### config.mk
export PLATFORM = sky130hd
export DESIGN_NAME = mpct_timer
export DESIGN_NICKNAME = d
export VERILOG_FILES = /design/src/design/mpct_pkg.sv /design/src/design/mpct_channel.sv /design/src/design/mpct_timer.sv
export VERILOG_INCLUDE_DIRS = /design/src /design/src/design
export SDC_FILE = /design/constraint.sdc
export NUM_CORES = 1
export LEC_CHECK = 0
export BUFFER_PORTS_ARGS = -buffer_cell sky130_fd_sc_hd__buf_2
export CORE_ASPECT_RATIO = 0.6
export CORE_MARGIN = 2
export CORE_UTILIZATION = 29
export CTS_CLUSTER_SIZE = 10
export DETAILED_ROUTE_END_ITERATION = 7
export GPL_ROUTABILITY_DRIVEN = 0
export PLACE_DENSITY_LB_ADDON = 0.1
export SLEW_MARGIN = 20
export SYNTH_ARGS = -nofsm -noshare
export SYNTH_HDL_FRONTEND = slang
export SYNTH_SLANG_ARGS = --single-unit
export TNS_END_PERCENT = 10
### constraint.sdc
create_clock -name clk -period 11.6 [get_ports clk]
set_clock_uncertainty 0.15 [all_clocks]
set_input_delay 2.32 -clock clk [delete_from_list [all_inputs] [get_ports clk]]
set_output_delay 2.32 -clock clk [all_outputs]
set_load 0.05 [all_outputs]
### src/design/mpct_regs.svh
// register offsets, field positions and reset values of the timer
`ifndef MPCT_REGS_SVH
`define MPCT_REGS_SVH
// ============================================================
// register byte offsets
`define MPCT_OFS_CTRL   6'h00
`define MPCT_OFS_STAT   6'h04
`define MPCT_OFS_MASK   6'h08
`define MPCT_OFS_DMAE   6'h0C
`define MPCT_OFS_CNT    6'h10
`define MPCT_OFS_PSC    6'h14
`define MPCT_OFS_ARR    6'h18
`define MPCT_OFS_DEAD   6'h1C
`define MPCT_OFS_CH     6'h20
// ============================================================
// control fields
`define MPCT_CTRL_EN    0
`define MPCT_CTRL_MODE  1
`define MPCT_CTRL_FRZ   3
`define MPCT_CTRL_SLV   4
`define MPCT_CTRL_OPM   6
`define MPCT_CTRL_HALL  7
// ============================================================
// status, mask and dma enable fields
`define MPCT_ST_UPD     0
`define MPCT_ST_CH      1
`define MPCT_ST_TRG     5
`define MPCT_ST_HALL    6
// ============================================================
// channel configuration fields
`define MPCT_CFG_MODE   0
`define MPCT_CFG_POL    2
`define MPCT_CFG_FALL   3
`define MPCT_CFG_OE     4
// ============================================================
// reset values
`define MPCT_RST_CTRL   8'h00
`define MPCT_RST_ARR    16'hFFFF
`define MPCT_RST_PSC    16'h0000
`define MPCT_RST_DEAD   8'h00
`endif

### src/design/mpct_pkg.sv
// types shared by the timer top and its channels
package mpct_pkg;
  typedef enum logic [1:0] {
    MPCT_CNT_UP     = 2'h0,
    MPCT_CNT_DOWN   = 2'h1,
    MPCT_CNT_CENTER = 2'h2
  } mpct_cnt_mode_t;
  typedef enum logic [1:0] {
    MPCT_SLV_OFF    = 2'h0,
    MPCT_SLV_TRIG   = 2'h1,
    MPCT_SLV_EXTCLK = 2'h2,
    MPCT_SLV_ENC    = 2'h3
  } mpct_slave_t;
  typedef enum logic [1:0] {
    MPCT_CH_CAPTURE  = 2'h0,
    MPCT_CH_COMPARE  = 2'h1,
    MPCT_CH_PWM      = 2'h2,
    MPCT_CH_ONEPULSE = 2'h3
  } mpct_ch_mode_t;
  typedef struct packed {
    logic [7:0]      ctrl;
    logic [6:0]      status;
    logic [6:0]      mask;
    logic [6:0]      dmaen;
    logic [15:0]     cnt;
    logic [15:0]     psc;
    logic [15:0]     psc_cnt;
    logic [15:0]     arr;
    logic [7:0]      dead;
    logic [3:0][4:0] chcfg;
    logic            dir_up;
    logic            step;
    logic            upd;
    logic            trig_out;
    logic            irq;
    logic            dma_req;
    logic            waitrequest;
    logic [31:0]     rdata;
    logic            prev_trig;
    logic            prev_a;
    logic [2:0]      prev_hall;
    logic [3:0]      prev_cap;
  } mpct_top_t;
  typedef struct packed {
    logic [15:0] ccr;
    logic        evt;
    logic        ref_lvl;
    logic        applied;
    logic [7:0]  dt_cnt;
    logic        main_act;
    logic        comp_act;
    logic        out_p;
    logic        out_n;
  } mpct_ch_t;
endpackage

### src/design/mpct_channel.sv
// one capture/compare channel with complementary output and dead time
`timescale 1ns/1ps
module mpct_channel #(
  parameter bit HAS_COMP = 1'b1
) (
  input  logic                    clk,
  input  logic                    rst_n,
  input  mpct_pkg::mpct_ch_mode_t mode,
  input  logic                    pol,
  input  logic                    oe,
  input  logic [7:0]              dead,
  input  logic [15:0]             cnt,
  input  logic                    step,
  input  logic                    upd,
  input  logic                    cap_evt,
  input  logic                    ccr_wr,
  input  logic [15:0]             ccr_wdata,
  output logic [15:0]             ccr,
  output logic                    evt,
  output logic                    out_p,
  output logic                    out_n
);
  mpct_pkg::mpct_ch_t st_reg;
  mpct_pkg::mpct_ch_t st_next;
  logic               match;

  // ============================================================
  // channel behaviour
  always_comb
  begin
    st_next = st_reg;
    st_next.evt = 1'b0;
    match = step && (cnt == st_reg.ccr);
    if (ccr_wr)
      st_next.ccr = ccr_wdata;
    case (mode)
      mpct_pkg::MPCT_CH_CAPTURE:
      begin
        st_next.ref_lvl = 1'b0;
        // a capture beats a software write in the same cycle
        if (cap_evt)
        begin
          st_next.ccr = cnt;
          st_next.evt = 1'b1;
        end
      end
      mpct_pkg::MPCT_CH_COMPARE:
      begin
        if (match)
        begin
          st_next.ref_lvl = ~st_reg.ref_lvl;
          st_next.evt = 1'b1;
        end
      end
      mpct_pkg::MPCT_CH_PWM:
      begin
        // ccr 0 is never active, ccr above reload is always active
        st_next.ref_lvl = (cnt < st_reg.ccr);
        st_next.evt = match;
      end
      mpct_pkg::MPCT_CH_ONEPULSE:
      begin
        if (match)
        begin
          st_next.ref_lvl = 1'b1;
          st_next.evt = 1'b1;
        end
        if (upd)
          st_next.ref_lvl = 1'b0;
      end
      default:
        st_next.ref_lvl = 1'b0;
    endcase
    // both legs off for dead+1 cycles around every edge of ref
    if (st_reg.ref_lvl != st_reg.applied)
    begin
      st_next.applied = st_reg.ref_lvl;
      st_next.dt_cnt = dead;
      st_next.main_act = 1'b0;
      st_next.comp_act = 1'b0;
    end
    else if (st_reg.dt_cnt != 8'h00)
      st_next.dt_cnt = st_reg.dt_cnt - 8'h01;
    else
    begin
      st_next.main_act = st_reg.applied & oe;
      st_next.comp_act = ~st_reg.applied & oe & HAS_COMP;
    end
    st_next.out_p = st_next.main_act ^ pol;
    st_next.out_n = st_next.comp_act ^ pol;
  end

  always_ff @(posedge clk or negedge rst_n)
  begin
    if (!rst_n)
      st_reg <= '0;
    else
      st_reg <= st_next;
  end

  assign ccr   = st_reg.ccr;
  assign evt   = st_reg.evt;
  assign out_p = st_reg.out_p;
  assign out_n = st_reg.out_n;
endmodule

### src/design/mpct_timer.sv
// timer top: avalon slave, prescaler, counter, linking, channels
//
// Design decisions made here: the Avalon-MM interface to the registers and the register offsets.
`timescale 1ns/1ps
`include "mpct_regs.svh"
// ============================================================
module mpct_timer #(
  parameter int NUM_CH   = 4,
  parameter bit HAS_COMP = 1'b1,
  parameter bit UP_ONLY  = 1'b0
) (
  input  logic              clk,
  input  logic              arst_n,
  input  logic [5:0]        avs_address,
  input  logic              avs_read,
  input  logic              avs_write,
  input  logic [31:0]       avs_writedata,
  input  logic [3:0]        avs_byteenable,
  output logic [31:0]       avs_readdata,
  output logic              avs_waitrequest,
  input  logic [NUM_CH-1:0] cap_in,
  input  logic              enc_a,
  input  logic              enc_b,
  input  logic [2:0]        hall_in,
  input  logic              trig_in,
  input  logic              dbg_halt,
  output logic [NUM_CH-1:0] ch_out,
  output logic [NUM_CH-1:0] ch_out_n,
  output logic              irq,
  output logic              dma_req,
  output logic              trig_out
);
  generate
    if (NUM_CH < 1 || NUM_CH > 4)
      $error("NUM_CH must lie between 1 and 4");
  endgenerate

  // ============================================================
  // reset release
  logic [1:0] rst_sync_reg;
  logic       rst_n;
  always_ff @(posedge clk or negedge arst_n)
  begin
    if (!arst_n)
      rst_sync_reg <= 2'h0;
    else
      rst_sync_reg <= {rst_sync_reg[0], 1'b1};
  end
  assign rst_n = rst_sync_reg[1];

  // ============================================================
  // state and combinational helpers
  mpct_pkg::mpct_top_t      st_reg;
  mpct_pkg::mpct_top_t      st_next;
  mpct_pkg::mpct_cnt_mode_t cmode;
  mpct_pkg::mpct_slave_t    slv;
  logic [5:0]               addr;
  logic [31:0]              wmask;
  logic [31:0]              wr_word;
  logic [31:0]              rd_word;
  logic [6:0]               set_bits;
  logic [6:0]               clr_bits;
  logic                     req;
  logic                     acc_wr;
  logic                     cnt_wr;
  logic                     frozen;
  logic                     run;
  logic                     tick;
  logic                     go_up;
  logic                     upd;
  logic                     trig_rise;
  logic                     enc_edge;
  logic                     hall_chg;
  logic [3:0]               cap_evt;
  logic [3:0]               ccr_wr;
  logic [3:0]               ch_evt;
  logic [3:0][15:0]         ch_ccr;

  assign addr  = {avs_address[5:2], 2'h0};
  assign wmask = {{8{avs_byteenable[3]}}, {8{avs_byteenable[2]}},
                  {8{avs_byteenable[1]}}, {8{avs_byteenable[0]}}};

  always_comb
  begin
    st_next = st_reg;
    st_next.step = 1'b0;
    st_next.upd = 1'b0;
    st_next.trig_out = 1'b0;
    st_next.dma_req = 1'b0;
    st_next.waitrequest = 1'b1;
    set_bits = 7'h00;
    clr_bits = 7'h00;
    tick = 1'b0;
    upd = 1'b0;
    req = avs_read | avs_write;
    acc_wr = avs_write && !st_reg.waitrequest;
    cnt_wr = acc_wr && addr == `MPCT_OFS_CNT;
    wr_word = 32'h0000_0000;
    rd_word = 32'h0000_0000;
    // reduced variants ignore the direction field
    cmode = UP_ONLY ? mpct_pkg::MPCT_CNT_UP :
      mpct_pkg::mpct_cnt_mode_t'(st_reg.ctrl[`MPCT_CTRL_MODE +: 2]);
    slv = mpct_pkg::mpct_slave_t'(st_reg.ctrl[`MPCT_CTRL_SLV +: 2]);
    trig_rise = trig_in & ~st_reg.prev_trig;
    enc_edge = enc_a ^ st_reg.prev_a;
    hall_chg = st_reg.ctrl[`MPCT_CTRL_HALL] && hall_in != st_reg.prev_hall;
    frozen = st_reg.ctrl[`MPCT_CTRL_FRZ] & dbg_halt;
    run = st_reg.ctrl[`MPCT_CTRL_EN] && !frozen;
    st_next.prev_trig = trig_in;
    st_next.prev_a = enc_a;
    st_next.prev_hall = hall_in;
    for (int i = 0; i < 4; i++)
    begin
      st_next.prev_cap[i] = (i < NUM_CH) ? cap_in[i] : 1'b0;
      cap_evt[i] = st_reg.chcfg[i][`MPCT_CFG_FALL] ?
        (st_reg.prev_cap[i] & ~st_next.prev_cap[i]) :
        (~st_reg.prev_cap[i] & st_next.prev_cap[i]);
      ccr_wr[i] = acc_wr && addr[5] && addr[4:3] == 2'(i) && addr[2];
    end
    // hall transitions time the commutation on channel 0
    if (st_reg.ctrl[`MPCT_CTRL_HALL])
      cap_evt[0] = hall_chg;

    // ----- prescaler: divide factor is psc + 1
    if (run && slv != mpct_pkg::MPCT_SLV_ENC &&
        (slv != mpct_pkg::MPCT_SLV_EXTCLK || trig_rise))
    begin
      if (st_reg.psc_cnt >= st_reg.psc)
      begin
        st_next.psc_cnt = 16'h0000;
        tick = 1'b1;
      end
      else
        st_next.psc_cnt = st_reg.psc_cnt + 16'h0001;
    end
    // encoder steps on each edge of phase a, bypassing the prescaler
    if (run && slv == mpct_pkg::MPCT_SLV_ENC && enc_edge)
      tick = 1'b1;

    // ----- counter
    if (slv == mpct_pkg::MPCT_SLV_ENC)
      go_up = enc_a ^ enc_b;
    else if (cmode == mpct_pkg::MPCT_CNT_DOWN)
      go_up = 1'b0;
    else if (cmode == mpct_pkg::MPCT_CNT_CENTER)
      go_up = st_reg.dir_up;
    else
      go_up = 1'b1;
    if (tick)
    begin
      st_next.step = 1'b1;
      if (go_up)
      begin
        if (st_reg.cnt >= st_reg.arr)
        begin
          upd = 1'b1;
          if (cmode == mpct_pkg::MPCT_CNT_CENTER &&
              slv != mpct_pkg::MPCT_SLV_ENC)
          begin
            st_next.dir_up = 1'b0;
            st_next.cnt = st_reg.arr - 16'h0001;
          end
          else
            st_next.cnt = 16'h0000;
        end
        else
          st_next.cnt = st_reg.cnt + 16'h0001;
      end
      else if (st_reg.cnt == 16'h0000)
      begin
        upd = 1'b1;
        if (cmode == mpct_pkg::MPCT_CNT_CENTER &&
            slv != mpct_pkg::MPCT_SLV_ENC)
        begin
          st_next.dir_up = 1'b1;
          st_next.cnt = 16'h0001;
        end
        else
          st_next.cnt = st_reg.arr;
      end
      else
        st_next.cnt = st_reg.cnt - 16'h0001;
    end
    if (upd)
    begin
      st_next.upd = 1'b1;
      st_next.trig_out = 1'b1;
      set_bits[`MPCT_ST_UPD] = 1'b1;
      if (st_reg.ctrl[`MPCT_CTRL_OPM])
        st_next.ctrl[`MPCT_CTRL_EN] = 1'b0;
    end
    if (trig_rise)
    begin
      set_bits[`MPCT_ST_TRG] = 1'b1;
      if (slv == mpct_pkg::MPCT_SLV_TRIG)
        st_next.ctrl[`MPCT_CTRL_EN] = 1'b1;
    end
    set_bits[`MPCT_ST_HALL] = hall_chg;
    set_bits[`MPCT_ST_CH +: 4] = ch_evt;

    // ----- register read
    case (addr)
      `MPCT_OFS_CTRL: rd_word[7:0] = st_reg.ctrl;
      `MPCT_OFS_STAT: rd_word[6:0] = st_reg.status;
      `MPCT_OFS_MASK: rd_word[6:0] = st_reg.mask;
      `MPCT_OFS_DMAE: rd_word[6:0] = st_reg.dmaen;
      `MPCT_OFS_CNT:  rd_word[15:0] = st_reg.cnt;
      `MPCT_OFS_PSC:  rd_word[15:0] = st_reg.psc;
      `MPCT_OFS_ARR:  rd_word[15:0] = st_reg.arr;
      `MPCT_OFS_DEAD: rd_word[7:0] = st_reg.dead;
      default:
      begin
        if (addr[5] && int'(addr[4:3]) < NUM_CH)
        begin
          if (addr[2])
            rd_word[15:0] = ch_ccr[addr[4:3]];
          else
            rd_word[4:0] = st_reg.chcfg[addr[4:3]];
        end
      end
    endcase
    // ----- register write, at the edge that ends the wait
    wr_word = (rd_word & ~wmask) | (avs_writedata & wmask);
    if (acc_wr)
    begin
      case (addr)
        `MPCT_OFS_CTRL: st_next.ctrl = wr_word[7:0];
        `MPCT_OFS_STAT: clr_bits = avs_writedata[6:0] & wmask[6:0];
        `MPCT_OFS_MASK: st_next.mask = wr_word[6:0];
        `MPCT_OFS_DMAE: st_next.dmaen = wr_word[6:0];
        `MPCT_OFS_CNT:  st_next.cnt = wr_word[15:0];
        `MPCT_OFS_PSC:  st_next.psc = wr_word[15:0];
        `MPCT_OFS_ARR:  st_next.arr = wr_word[15:0];
        `MPCT_OFS_DEAD: st_next.dead = wr_word[7:0];
        default:
        begin
          if (addr[5] && !addr[2] && int'(addr[4:3]) < NUM_CH)
            st_next.chcfg[addr[4:3]] = wr_word[4:0];
        end
      endcase
    end
    // ----- bus answer one cycle after the request is seen
    if (req && st_reg.waitrequest)
    begin
      st_next.waitrequest = 1'b0;
      st_next.rdata = rd_word;
    end
    // a new event wins over a clear in the same cycle
    st_next.status = (st_reg.status & ~clr_bits) | set_bits;
    st_next.irq = |(st_next.status & st_next.mask);
    st_next.dma_req = |(set_bits & st_reg.dmaen);
  end

  always_ff @(posedge clk or negedge rst_n)
  begin
    if (!rst_n)
    begin
      st_reg <= '0;
      st_reg.ctrl <= `MPCT_RST_CTRL;
      st_reg.arr <= `MPCT_RST_ARR;
      st_reg.psc <= `MPCT_RST_PSC;
      st_reg.dead <= `MPCT_RST_DEAD;
      st_reg.dir_up <= 1'b1;
      st_reg.waitrequest <= 1'b1;
    end
    else
      st_reg <= st_next;
  end

  // ============================================================
  // channels
  generate
    for (genvar g = 0; g < 4; g++)
    begin : g_ch
      if (g < NUM_CH)
      begin : g_on
        mpct_channel #(
          .HAS_COMP (HAS_COMP)
        ) u_ch (
          .clk       (clk),
          .rst_n     (rst_n),
          .mode      (mpct_pkg::mpct_ch_mode_t'(st_reg.chcfg[g][1:0])),
          .pol       (st_reg.chcfg[g][`MPCT_CFG_POL]),
          .oe        (st_reg.chcfg[g][`MPCT_CFG_OE]),
          .dead      (st_reg.dead),
          .cnt       (st_reg.cnt),
          .step      (st_reg.step),
          .upd       (st_reg.upd),
          .cap_evt   (cap_evt[g]),
          .ccr_wr    (ccr_wr[g]),
          .ccr_wdata (wr_word[15:0]),
          .ccr       (ch_ccr[g]),
          .evt       (ch_evt[g]),
          .out_p     (ch_out[g]),
          .out_n     (ch_out_n[g])
        );
      end
      else
      begin : g_off
        assign ch_ccr[g] = 16'h0000;
        assign ch_evt[g] = 1'b0;
      end
    end
  endgenerate

  assign avs_readdata    = st_reg.rdata;
  assign avs_waitrequest = st_reg.waitrequest;
  assign irq             = st_reg.irq;
  assign dma_req         = st_reg.dma_req;
  assign trig_out        = st_reg.trig_out;
endmodule

== Yosys cells after proc, flatten, opt, wreduce, memory -nomap -nowiden ==
Index checks and enable logic that the tools add are counted.

* Register bits: 279
* Latch bits: 0
* Bits in writable memories: 0
* ROM bits: 0
* Memories: 0

* Add/sub/neg operators: 8
* Multiply operators: 0
* Divide/modulo/power cells: 0
* $lt $le $gt $ge: 8
* Eq/ne operators: 46
* Shift-type cells: 0
* Mux-type cells: 98
* Bitwise operators: 57
* Reductions and logical operators: 60

{| class="wikitable"
|+ Operators with widths
! cell !! count
|-
| $mux 16 || 19
|-
| $mux 17 || 4
|-
| $eq 16x16->1 || 4
|-
| $lt 16x16->1 || 4
|-
| $pmux 7 s8 || 1
|-
| $mux 46 || 1
|-
| $mux 10 || 4
|-
| $mux 1 || 33
|-
| $mux 33 || 1
|-
| $add 16x1->16 const B || 2
|-
| $and 16x16->16 || 2
|-
| $bmux 16 s2 || 1
|-
| $ge 16x16->1 || 2
|-
| $mux 8 || 4
|-
| $pmux 2 s4 || 4
|-
| $pmux 8 s4 || 1
|-
| $reduce_bool 8->1 || 4
|-
| $sub 16x1->16 const B || 2
|-
| $sub 8x1->8 const B || 4
|-
| $and 7x7->7 || 4
|-
| $mux 7 || 4
|-
| $mux 2 || 13
|-
| $eq 2x2->1 const B || 12
|-
| $logic_and 1x1->1 || 24
|-
| other kinds (38) || 123
|}

== Longest topological paths before layout ==
Gate-level depths: netlist of the first run.

* Depth after elaboration: 13
* Gate-level depth with buffers: 12
* Gate-level depth less buffers: 10

== Cells and area by module ==
A second synthesis of the first run with hierarchy kept.

* Cell total of the unflattened synthesis: 2023
* Area total of the unflattened synthesis: 18422.7 µm²

{| class="wikitable"
|+ Modules (own cells, without submodules)
! module !! times used !! cells each !! area each (µm²) !! sequential area each (µm²)
|-
| mpct_timer || 1 || 1135 || 10349.9 || 3876.2
|-
| mpct_channel || 4 || 222 || 2018.2 || 775.7
|}

== Least setup slack after synthesis of the first run ==
OpenSTA, ideal clock, no wires.

* Kind: input port to flip-flop
* Start point: input avs_address[3]
* End point: register st_reg, in the netlist irq
* Data arrival time: 4.245 ns
* Data required time: 11.314 ns
* Slack: 7.069 ns
* Stages: 9
* Buffers on the path: 2
* Path through: buf_4 > buf_2 > mux4_2 > a41oi_1 > o31a_1 > o21ai_0 > a221o_1 > o22ai_1 > o311ai_1

{| class="wikitable"
|+ RTL lines
! what !! line !! RTL
|-
| from (decl) || mpct_timer.sv:14 || <nowiki>input logic [5:0] avs_address,</nowiki>
|-
| to (signal assigned) || mpct_timer.sv:267 || <nowiki>st_reg <= st_next;</nowiki>
|-
| to (decl) || mpct_timer.sv:53 || <nowiki>mpct_pkg::mpct_top_t st_reg;</nowiki>
|}

==> results of run 1 <==
[how the worst min path moves through the flow]
stage	end	depth (start not counted)	from	slack (ps)
after global placement	g_ch[2].g_on.u_ch.out_n	0	rst_sync_reg[1]	120
after floorplan	rst_sync_reg[1]	0	rst_sync_reg[0]	180
after global routing	g_ch[2].g_on.u_ch.st_reg[6]	0	rst_sync_reg[1]	130
final	g_ch[2].g_on.u_ch.st_reg[6]	0	rst_sync_reg[1]	100
after detailed placement	g_ch[2].g_on.u_ch.st_reg[6]	0	rst_sync_reg[1]	120
after CTS	g_ch[2].g_on.u_ch.st_reg[6]	0	rst_sync_reg[1]	120
[logic make-up after synthesis]
family	Yosys count	share of synthesized area, %
adders and majority gates	104	7.325
and+or+nand+nor	673	17.84
xor gates and xnor gates	64	3.155
AOI/OAI and AO/OA	455	16.16
other	2	0.04228
DFF	278	39.29
muxes	124	9.332
buffers and inverters	273	6.853
[placed cells by master (no fill, tap or decap), types with 18 or more instances in the layout]
cell type / count
mux2i_1: 33
buf_4: 36
xor2_1: 28
a31oi_1: 44
nor3_1: 41
dfstp_2: 18
o21ai_0: 138
a21o_1: 29
nor2b_1: 26
clkbuf_16: 35
nor2_1: 144
dfrtp_1: 259
inv_1: 119
xnor2_1: 35
a21oi_1: 92
mux4_2: 27
nand4_1: 27
ha_1: 104
buf_2: 64
nand2_1: 278
mux2_2: 63
nand3_1: 44
[metal layers]
| layer | routed length (µm) | share of wire, % | global-route usage, % |
|---|---|---|---|
| met5 | 0 | 0 | 0 |
| met4 | 769 | 1.2 | 3.135 |
| met2 | 24600 | 38 | 26.57 |
| met3 | 4977 | 7.6 | 4.924 |
| met1 | 35030 | 54 | 34.36 |
[power groups by stage]
| stage | clock network, mW | registers [mW] | logic (mW) |
|---|---|---|---|
| 2_1_floorplan | 0 | 1.57 | 1.65 |
| 3_3_place_gp | 0 | 1.67 | 2.27 |
| 3_5_place_dp | 0 | 1.67 | 2.30 |
| 4_1_cts | 1.06 | 1.66 | 2.32 |
| 5_1_grt | 1.10 | 1.71 | 2.60 |
| 6_report | 1.03 | 1.67 | 2.33 |
[layout make-up]
type | count | area, µm²
diodes | 1 | 2.502
clock buffers | 51 | 975.9
inverters | 121 | 454.2
flip-flops and latches | 278 | 6983
clock inverters | 2 | 32.53
repair buffers | 100 | 590.6
fillers | 6339 | 40960
well taps | 828 | 1036
multi-input cells | 1437 | 9666
==> qor.txt, run 1 <==
outcome: completed
vias in the first global route: 14110
WHS: 97.75 ps
Sw Ratio: 45.29%
Final Cycle Share: 48.79%
Final Hold Viols: 0
Worst Setup SP: avs_address[3]
Slew headroom: 24.78%
Sink Count: 278
post-synth top area share: 36.62%
placed cell area: 0.01871 mm²
final wirelength: 65.37 mm
CTS clk-pin slew, worst paths: 60 ps
via count: 14840
Die ar.: 0.06332 mm²
overall power: 5.025 mW
PortBufs: 64
Die X-Extent: 323.5 µm
first-pass GRT wire length: 97.08 mm
Worst EP required: 11860 ps
synthesized instance count: 1973
max FFs per register: 128
CP Buf/Inv Count: 2
internal cell power: 2.749 mW
type of origin of the critical path: input port
fin util: 32.52%
Post-CTS Repair Setup Buffers: 0
Die Ht: 195.7 µm
CTS buffer count: 34
maxcap violations: 0
Max IR drop VDD: 0.0001015 V
Commonest cells post-synth: 279 x nand2_1, 260 x dfrtp_1, 144 x nor2_1
Pwr Density: 254.6 mW/mm²
TritonCTS clock tree: built
unrepaired setup endpoints after global routing: no
Placed Cells: 2764
HPWL Detailed: 47.57 mm
Starting DRT DRC Count: 1532
most numerous cell in the Yosys netlist: nand2_1
Post-synth EDFFs: 0
R2R cell count: 9
Area growth syn-to-layout: 11.12%
Seq cells post-synth: 278
post-cts resize count: 0
cell family with most CP delay: compound AO/OA/AOI/OAI gates
depth of the CTS H-tree: 2
mean number of vias per cell: 5.266
dpl ws: 5451 ps
sw power: 2.276 mW
clock share of power: 20.4%
largest net degree at the start of global routing: 72
Synth Cell Area: 0.01776 mm²
FMAX: 0.1767 GHz
Synth cell types: 85
Final Critical Period: 5659 ps
Synth area leaders: dfrtp_1 37%, ha_1 7.3%, nand2_1 5.9%
FP Rows: 70
Max Slew Vio Count: 0
CP max stage cell: o31a_1
Yosys warning count: 0
Combinational Power Share: 46.4%
Post-Syn Area per Cell: 9.004 µm²
initial core utilization: 29.27%
CTS Root Cell: clkbuf_16
Final Non-Filler Cells: 2818
FF-to-FF Start: st_reg[124]
Total GRT Usage: 20.74%
Critical Path AT: 5920 ps
share of cells above drive strength 1: 13.98%
Worst Setup End Kind: register
Critical Path Stages: 9
Avg WL per Cell: 23.20 µm
Pre-antenna DRT Iters: 6
Post-CTS Hold Buffers: 0
critical-path cell list: buf_2 > buf_4 > mux4_2 > mux2i_1 > o31a_1 > o21ai_0 > a221o_1 > o22ai_1 > o311ai_1
reg2reg end: dma_req
Critical Path Sink: irq
reg2reg setup slack: 7130 ps
kind of critical path: in -> reg
PnR worst setup slack: 5941 ps
async set-reset flop share out of synthesis: 100.0%
Ports: 101
CP max stage delay: 710 ps
clock buffer depth: 3
Slew @ Worst Pin: 1126 ps
Primary FF master, synth: dfrtp_1
TNS Setup: 0 ps
Core ar.: 0.06070 mm²
Setup-failing EPs final: 0
number of routed nets with antenna violations: 0
Nets: 2133
Seq/Total Area, Yosys: 39.29%
type of the tightest min-delay check: reg -> async
clk_lat worst skew: 550 ps
leakage power: 8.825 nW
Congestion Overflow GR: 0
share of power burned in registers: 33.2%
Residual DRC: 0
Critical Path Fanout Max: 42
post-synth top area cell: dfrtp_1
post-route cell area: 0.01974 mm²
initial antenna violation count: 1
(Power assumes the default switching activity.)
==> run 2: changes to the inputs <==
--- a/config.mk
+++ b/config.mk
@@ -6,6 +6,7 @@
 export SDC_FILE = /design/constraint.sdc
 export NUM_CORES = 1
 export LEC_CHECK = 0
+export ABC_AREA = 1
 export BUFFER_PORTS_ARGS = -buffer_cell sky130_fd_sc_hd__buf_2
 export CORE_ASPECT_RATIO = 0.6
 export CORE_MARGIN = 2
==> constraint.sdc (replaced) <==
create_clock -name clk -period 5.3 [get_ports clk]
set_clock_uncertainty 0.15 [all_clocks]
set_input_delay 1.06 -clock clk [delete_from_list [all_inputs] [get_ports clk]]
set_output_delay 1.06 -clock clk [all_outputs]
set_load 0.05 [all_outputs]
==> qor.txt, run 2 <==
Residual DRC: 0 (unchanged)
Post-Synth Adder-Cell Area: 7.316% (was 7.325%)
Critical Path Fanout Max: 16 (was 42)
mux cell area share after synthesis: 0.4432% (was 9.332%)
Area growth syn-to-layout: 11.82% (was 11.12%)
Die ar.: 0.06339 mm² (was 0.06332 mm²)
Core ar.: 0.06078 mm² (was 0.06070 mm²)
HPWL Detailed: 51.27 mm (was 47.57 mm)
Ports: 101 (unchanged)
dpl ws: 1001 ps (was 5451 ps)
Final Hold Viols: 0 (unchanged)
Sink Count: 278 (unchanged)
Starting DRT DRC Count: 1735 (was 1532)
Slew @ Worst Pin: 1045 ps (was 1126 ps)
first-pass GRT wire length: 101.2 mm (was 97.08 mm)
mean number of vias per cell: 5.071 (was 5.266)
Max Slew Vio Count: 0 (unchanged)
type of the tightest min-delay check: in -> async (was reg -> async)
Post-Syn Area per Cell: 7.533 µm² (was 9.004 µm²)
post-synth top area share: 36.58% (was 36.62%)
Nets: 2560 (was 2133)
Slew headroom: 30.07% (was 24.78%)
kind of critical path: in -> reg (unchanged)
Synth Cell Area: 0.01779 mm² (was 0.01776 mm²)
FP Rows: 70 (unchanged)
PortBufs: 64 (unchanged)
Total GRT Usage: 21.45% (was 20.74%)
synthesized instance count: 2361 (was 1973)
most frequent cells in the layout: 490 x nand2_1, 271 x o21ai_0, 268 x inv_1 (was 278 x nand2_1, 259 x dfrtp_1, 144 x nor2_1)
reg2reg end: st_reg[133] (was dma_req)
area fraction in compound gates after synthesis: 17.57% (was 16.16%)
Synth area leaders: dfrtp_1 37%, nand2_1 10%, o21ai_0 7.6% (was dfrtp_1 37%, ha_1 7.3%, nand2_1 5.9%)
CTS Root Cell: clkbuf_16 (unchanged)
Die Ht: 195.8 µm (was 195.7 µm)
TritonCTS clock tree: built (unchanged)
initial antenna violation count: 2 (was 1)
number of routed nets with antenna violations: 0 (unchanged)
share of cells above drive strength 1: 9.350% (was 13.98%)
Yosys warning count: 0 (unchanged)
clk_lat worst skew: 550 ps (about the same)
R2R cell count: 15 (was 9)
leakage power: 9.381 nW (was 8.825 nW)
vias in the first global route: 15480 (was 14110)
Pwr Density: 558.2 mW/mm² (was 254.6 mW/mm²)
Synth Area in XOR/XNOR: 3.102% (was 3.155%)
Post-synth EDFFs: 0 (unchanged)
FF-to-FF Start: st_reg[124] (unchanged)
post-synthesis simple-gate area fraction: 22.40% (was 17.84%)
Primary FF master, synth: dfrtp_1 (unchanged)
TNS Setup: 0 ps (unchanged)
max FFs per register: 128 (unchanged)
Seq/Total Area, Yosys: 39.24% (was 39.29%)
Placed Cells: 3189 (was 2764)
Final Cycle Share: 72.67%
Final Non-Filler Cells: 3246 (was 2818)
Post-CTS Repair Setup Buffers: 0 (unchanged)
Avg WL per Cell: 20.97 µm (was 23.20 µm)
PnR worst setup slack: 1448 ps (was 5941 ps)
final wirelength: 68.08 mm (was 65.37 mm)
type of origin of the critical path: input port (unchanged)
reg2reg setup slack: 1870 ps (was 7130 ps)
post-synth top area cell: dfrtp_1 (unchanged)
Die X-Extent: 323.7 µm (was 323.5 µm)
initial core utilization: 29.26% (was 29.27%)
Worst Setup End Kind: register (unchanged)
Synth cell types: 53 (was 85)
filler instances: 6602 (was 6339)
Pre-antenna DRT Iters: 6 (unchanged)
CTS clk-pin slew, worst paths: 60 ps (about the same)
clock buffer depth: 3 (unchanged)
Final Critical Period: 3852 ps
CTS buffer count: 35 (was 34)
Seq cells post-synth: 278 (unchanged)
Commonest cells post-synth: 490 x nand2_1, 271 x o21ai_0, 268 x inv_1 (was 279 x nand2_1, 260 x dfrtp_1, 144 x nor2_1)
largest family of logic cells by synthesized area: simple AND/OR/NAND/NOR gates (unchanged)
maxcap violations: 0 (unchanged)
depth of the CTS H-tree: 2 (unchanged)
unrepaired setup endpoints after global routing: no (unchanged)
FMAX: 0.2596 GHz
overall power: 11.10 mW (was 5.025 mW)
Congestion Overflow GR: 0 (unchanged)
Max IR drop VDD: 0.0002466 V (was 0.0001015 V)
most numerous cell in the Yosys netlist: nand2_1 (unchanged)
outcome: completed (unchanged)
Critical Path AT: 4170 ps (was 5920 ps)
Setup-failing EPs final: 0 (unchanged)
async set-reset flop share out of synthesis: 100.0% (unchanged)
Worst EP required: 5620 ps (was 11860 ps)
largest net degree at the start of global routing: 169 (was 72)
via count: 16460 (was 14840)
most common cell after layout, fill and taps aside: nand2_1 (unchanged)
==> run 2: changes by cell type in the layout (fill, tap and decap cells not counted), sizes merged, moves of 34 or more <==
cell / before / now
nand2: 279 / 499
inv: 120 / 277
mux2: 63 / 7
nor2: 144 / 200
o22ai: 8 / 56
a21oi: 92 / 140
mux2i: 34 / 0
o21ai: 145 / 289
nand3: 44 / 155
==> run 2: how the worst max path moves through the flow <==
stage                               end            start  depth (start not counted)
2_1_floorplan           avs_readdata[0]  rst_sync_reg[1]                          0
3_3_place_gp   g_ch[3].g_on.u_ch.ccr[2]   avs_address[4]                         11
3_5_place_dp   g_ch[3].g_on.u_ch.ccr[2]   avs_address[4]                         11
4_1_cts        g_ch[3].g_on.u_ch.ccr[2]   avs_address[4]                         11
5_1_grt        g_ch[3].g_on.u_ch.ccr[2]   avs_address[4]                         11
6_report       g_ch[3].g_on.u_ch.ccr[2]   avs_address[4]                         11
==> run 2: worst max-delay path: stages <==
cell and delay [ps]:
buf_2 340, inv_2 230, nor2_2 550, nand2_1 590, o21ai_0 400, nor2_1 70, nand2_1 110, o21ai_2 90
nand2_2 440, a21oi_1 130, a21oi_1 150
==> run 2: final cells by class <==
cell class	count	area, µm²	share of cell area, %
antenna	1	2.502	0.01258
sequential	278	6983	35.11
tap	828	1036	5.209
multi-input combinational	1695	9105	45.78
clock buffer	53	1015	5.102
inverter	284	1066	5.360
clock inverter	2	25.02	0.1258
timing repair buffer	105	655.6	3.297
==> run 2: cell families (layout without fill, tap and decap cells) <==
family,count (synthesis),count (layout)
XOR/XNOR,63,63
other,2,18
adder cells (fa/ha/maj),104,104
multiplexers,7,7
AO/OA/AOI/OAI,565,565
buffers and inverters,403,444
AND/OR/NAND/NOR,939,939
flip-flops,278,278
==> run 2: per-layer routing <==
metal  vias to the layer above  share of wire [%]  GRT usage (%)  wire length, µm
met4                         0                1.2          3.258              817
met2                       533                 37          27.59            25250
met3                        61                9.5          6.328             6490
met1                      7963                 52          34.63            35520
met5                         -                  0              0                0
li1                       7904                  -              -                -
==> run 2: metrics by stage <==
stage	hold slack (ps)	instance area [µm²]	utilization [%]
2_1_floorplan	181.1	17840	-
3_3_place_gp	-13.68	18840	30.99
3_5_place_dp	-14.52	18840	30.99
4_1_cts	101.2	19890	32.72
5_1_grt	107.0	19890	32.72
6_report	133.0	19890	32.72
==> run 2: power breakdown <==
part | total, mW | internal [mW] | switching, mW | leakage, nW
clock network | 2.30 | 1.31 | 0.987 | 0.505
logic | 5.28 | 1.71 | 3.58 | 5.53
registers | 3.52 | 2.89 | 0.628 | 3.34
total | 11.1 | 5.91 | 5.19 | 9.38
==> run 2: what timing repair did <==
item / in CTS / in global routing
hold buffers: 1 / 0
endpoints found under the hold margin: 4 / 0
resized for setup: 0 / 0
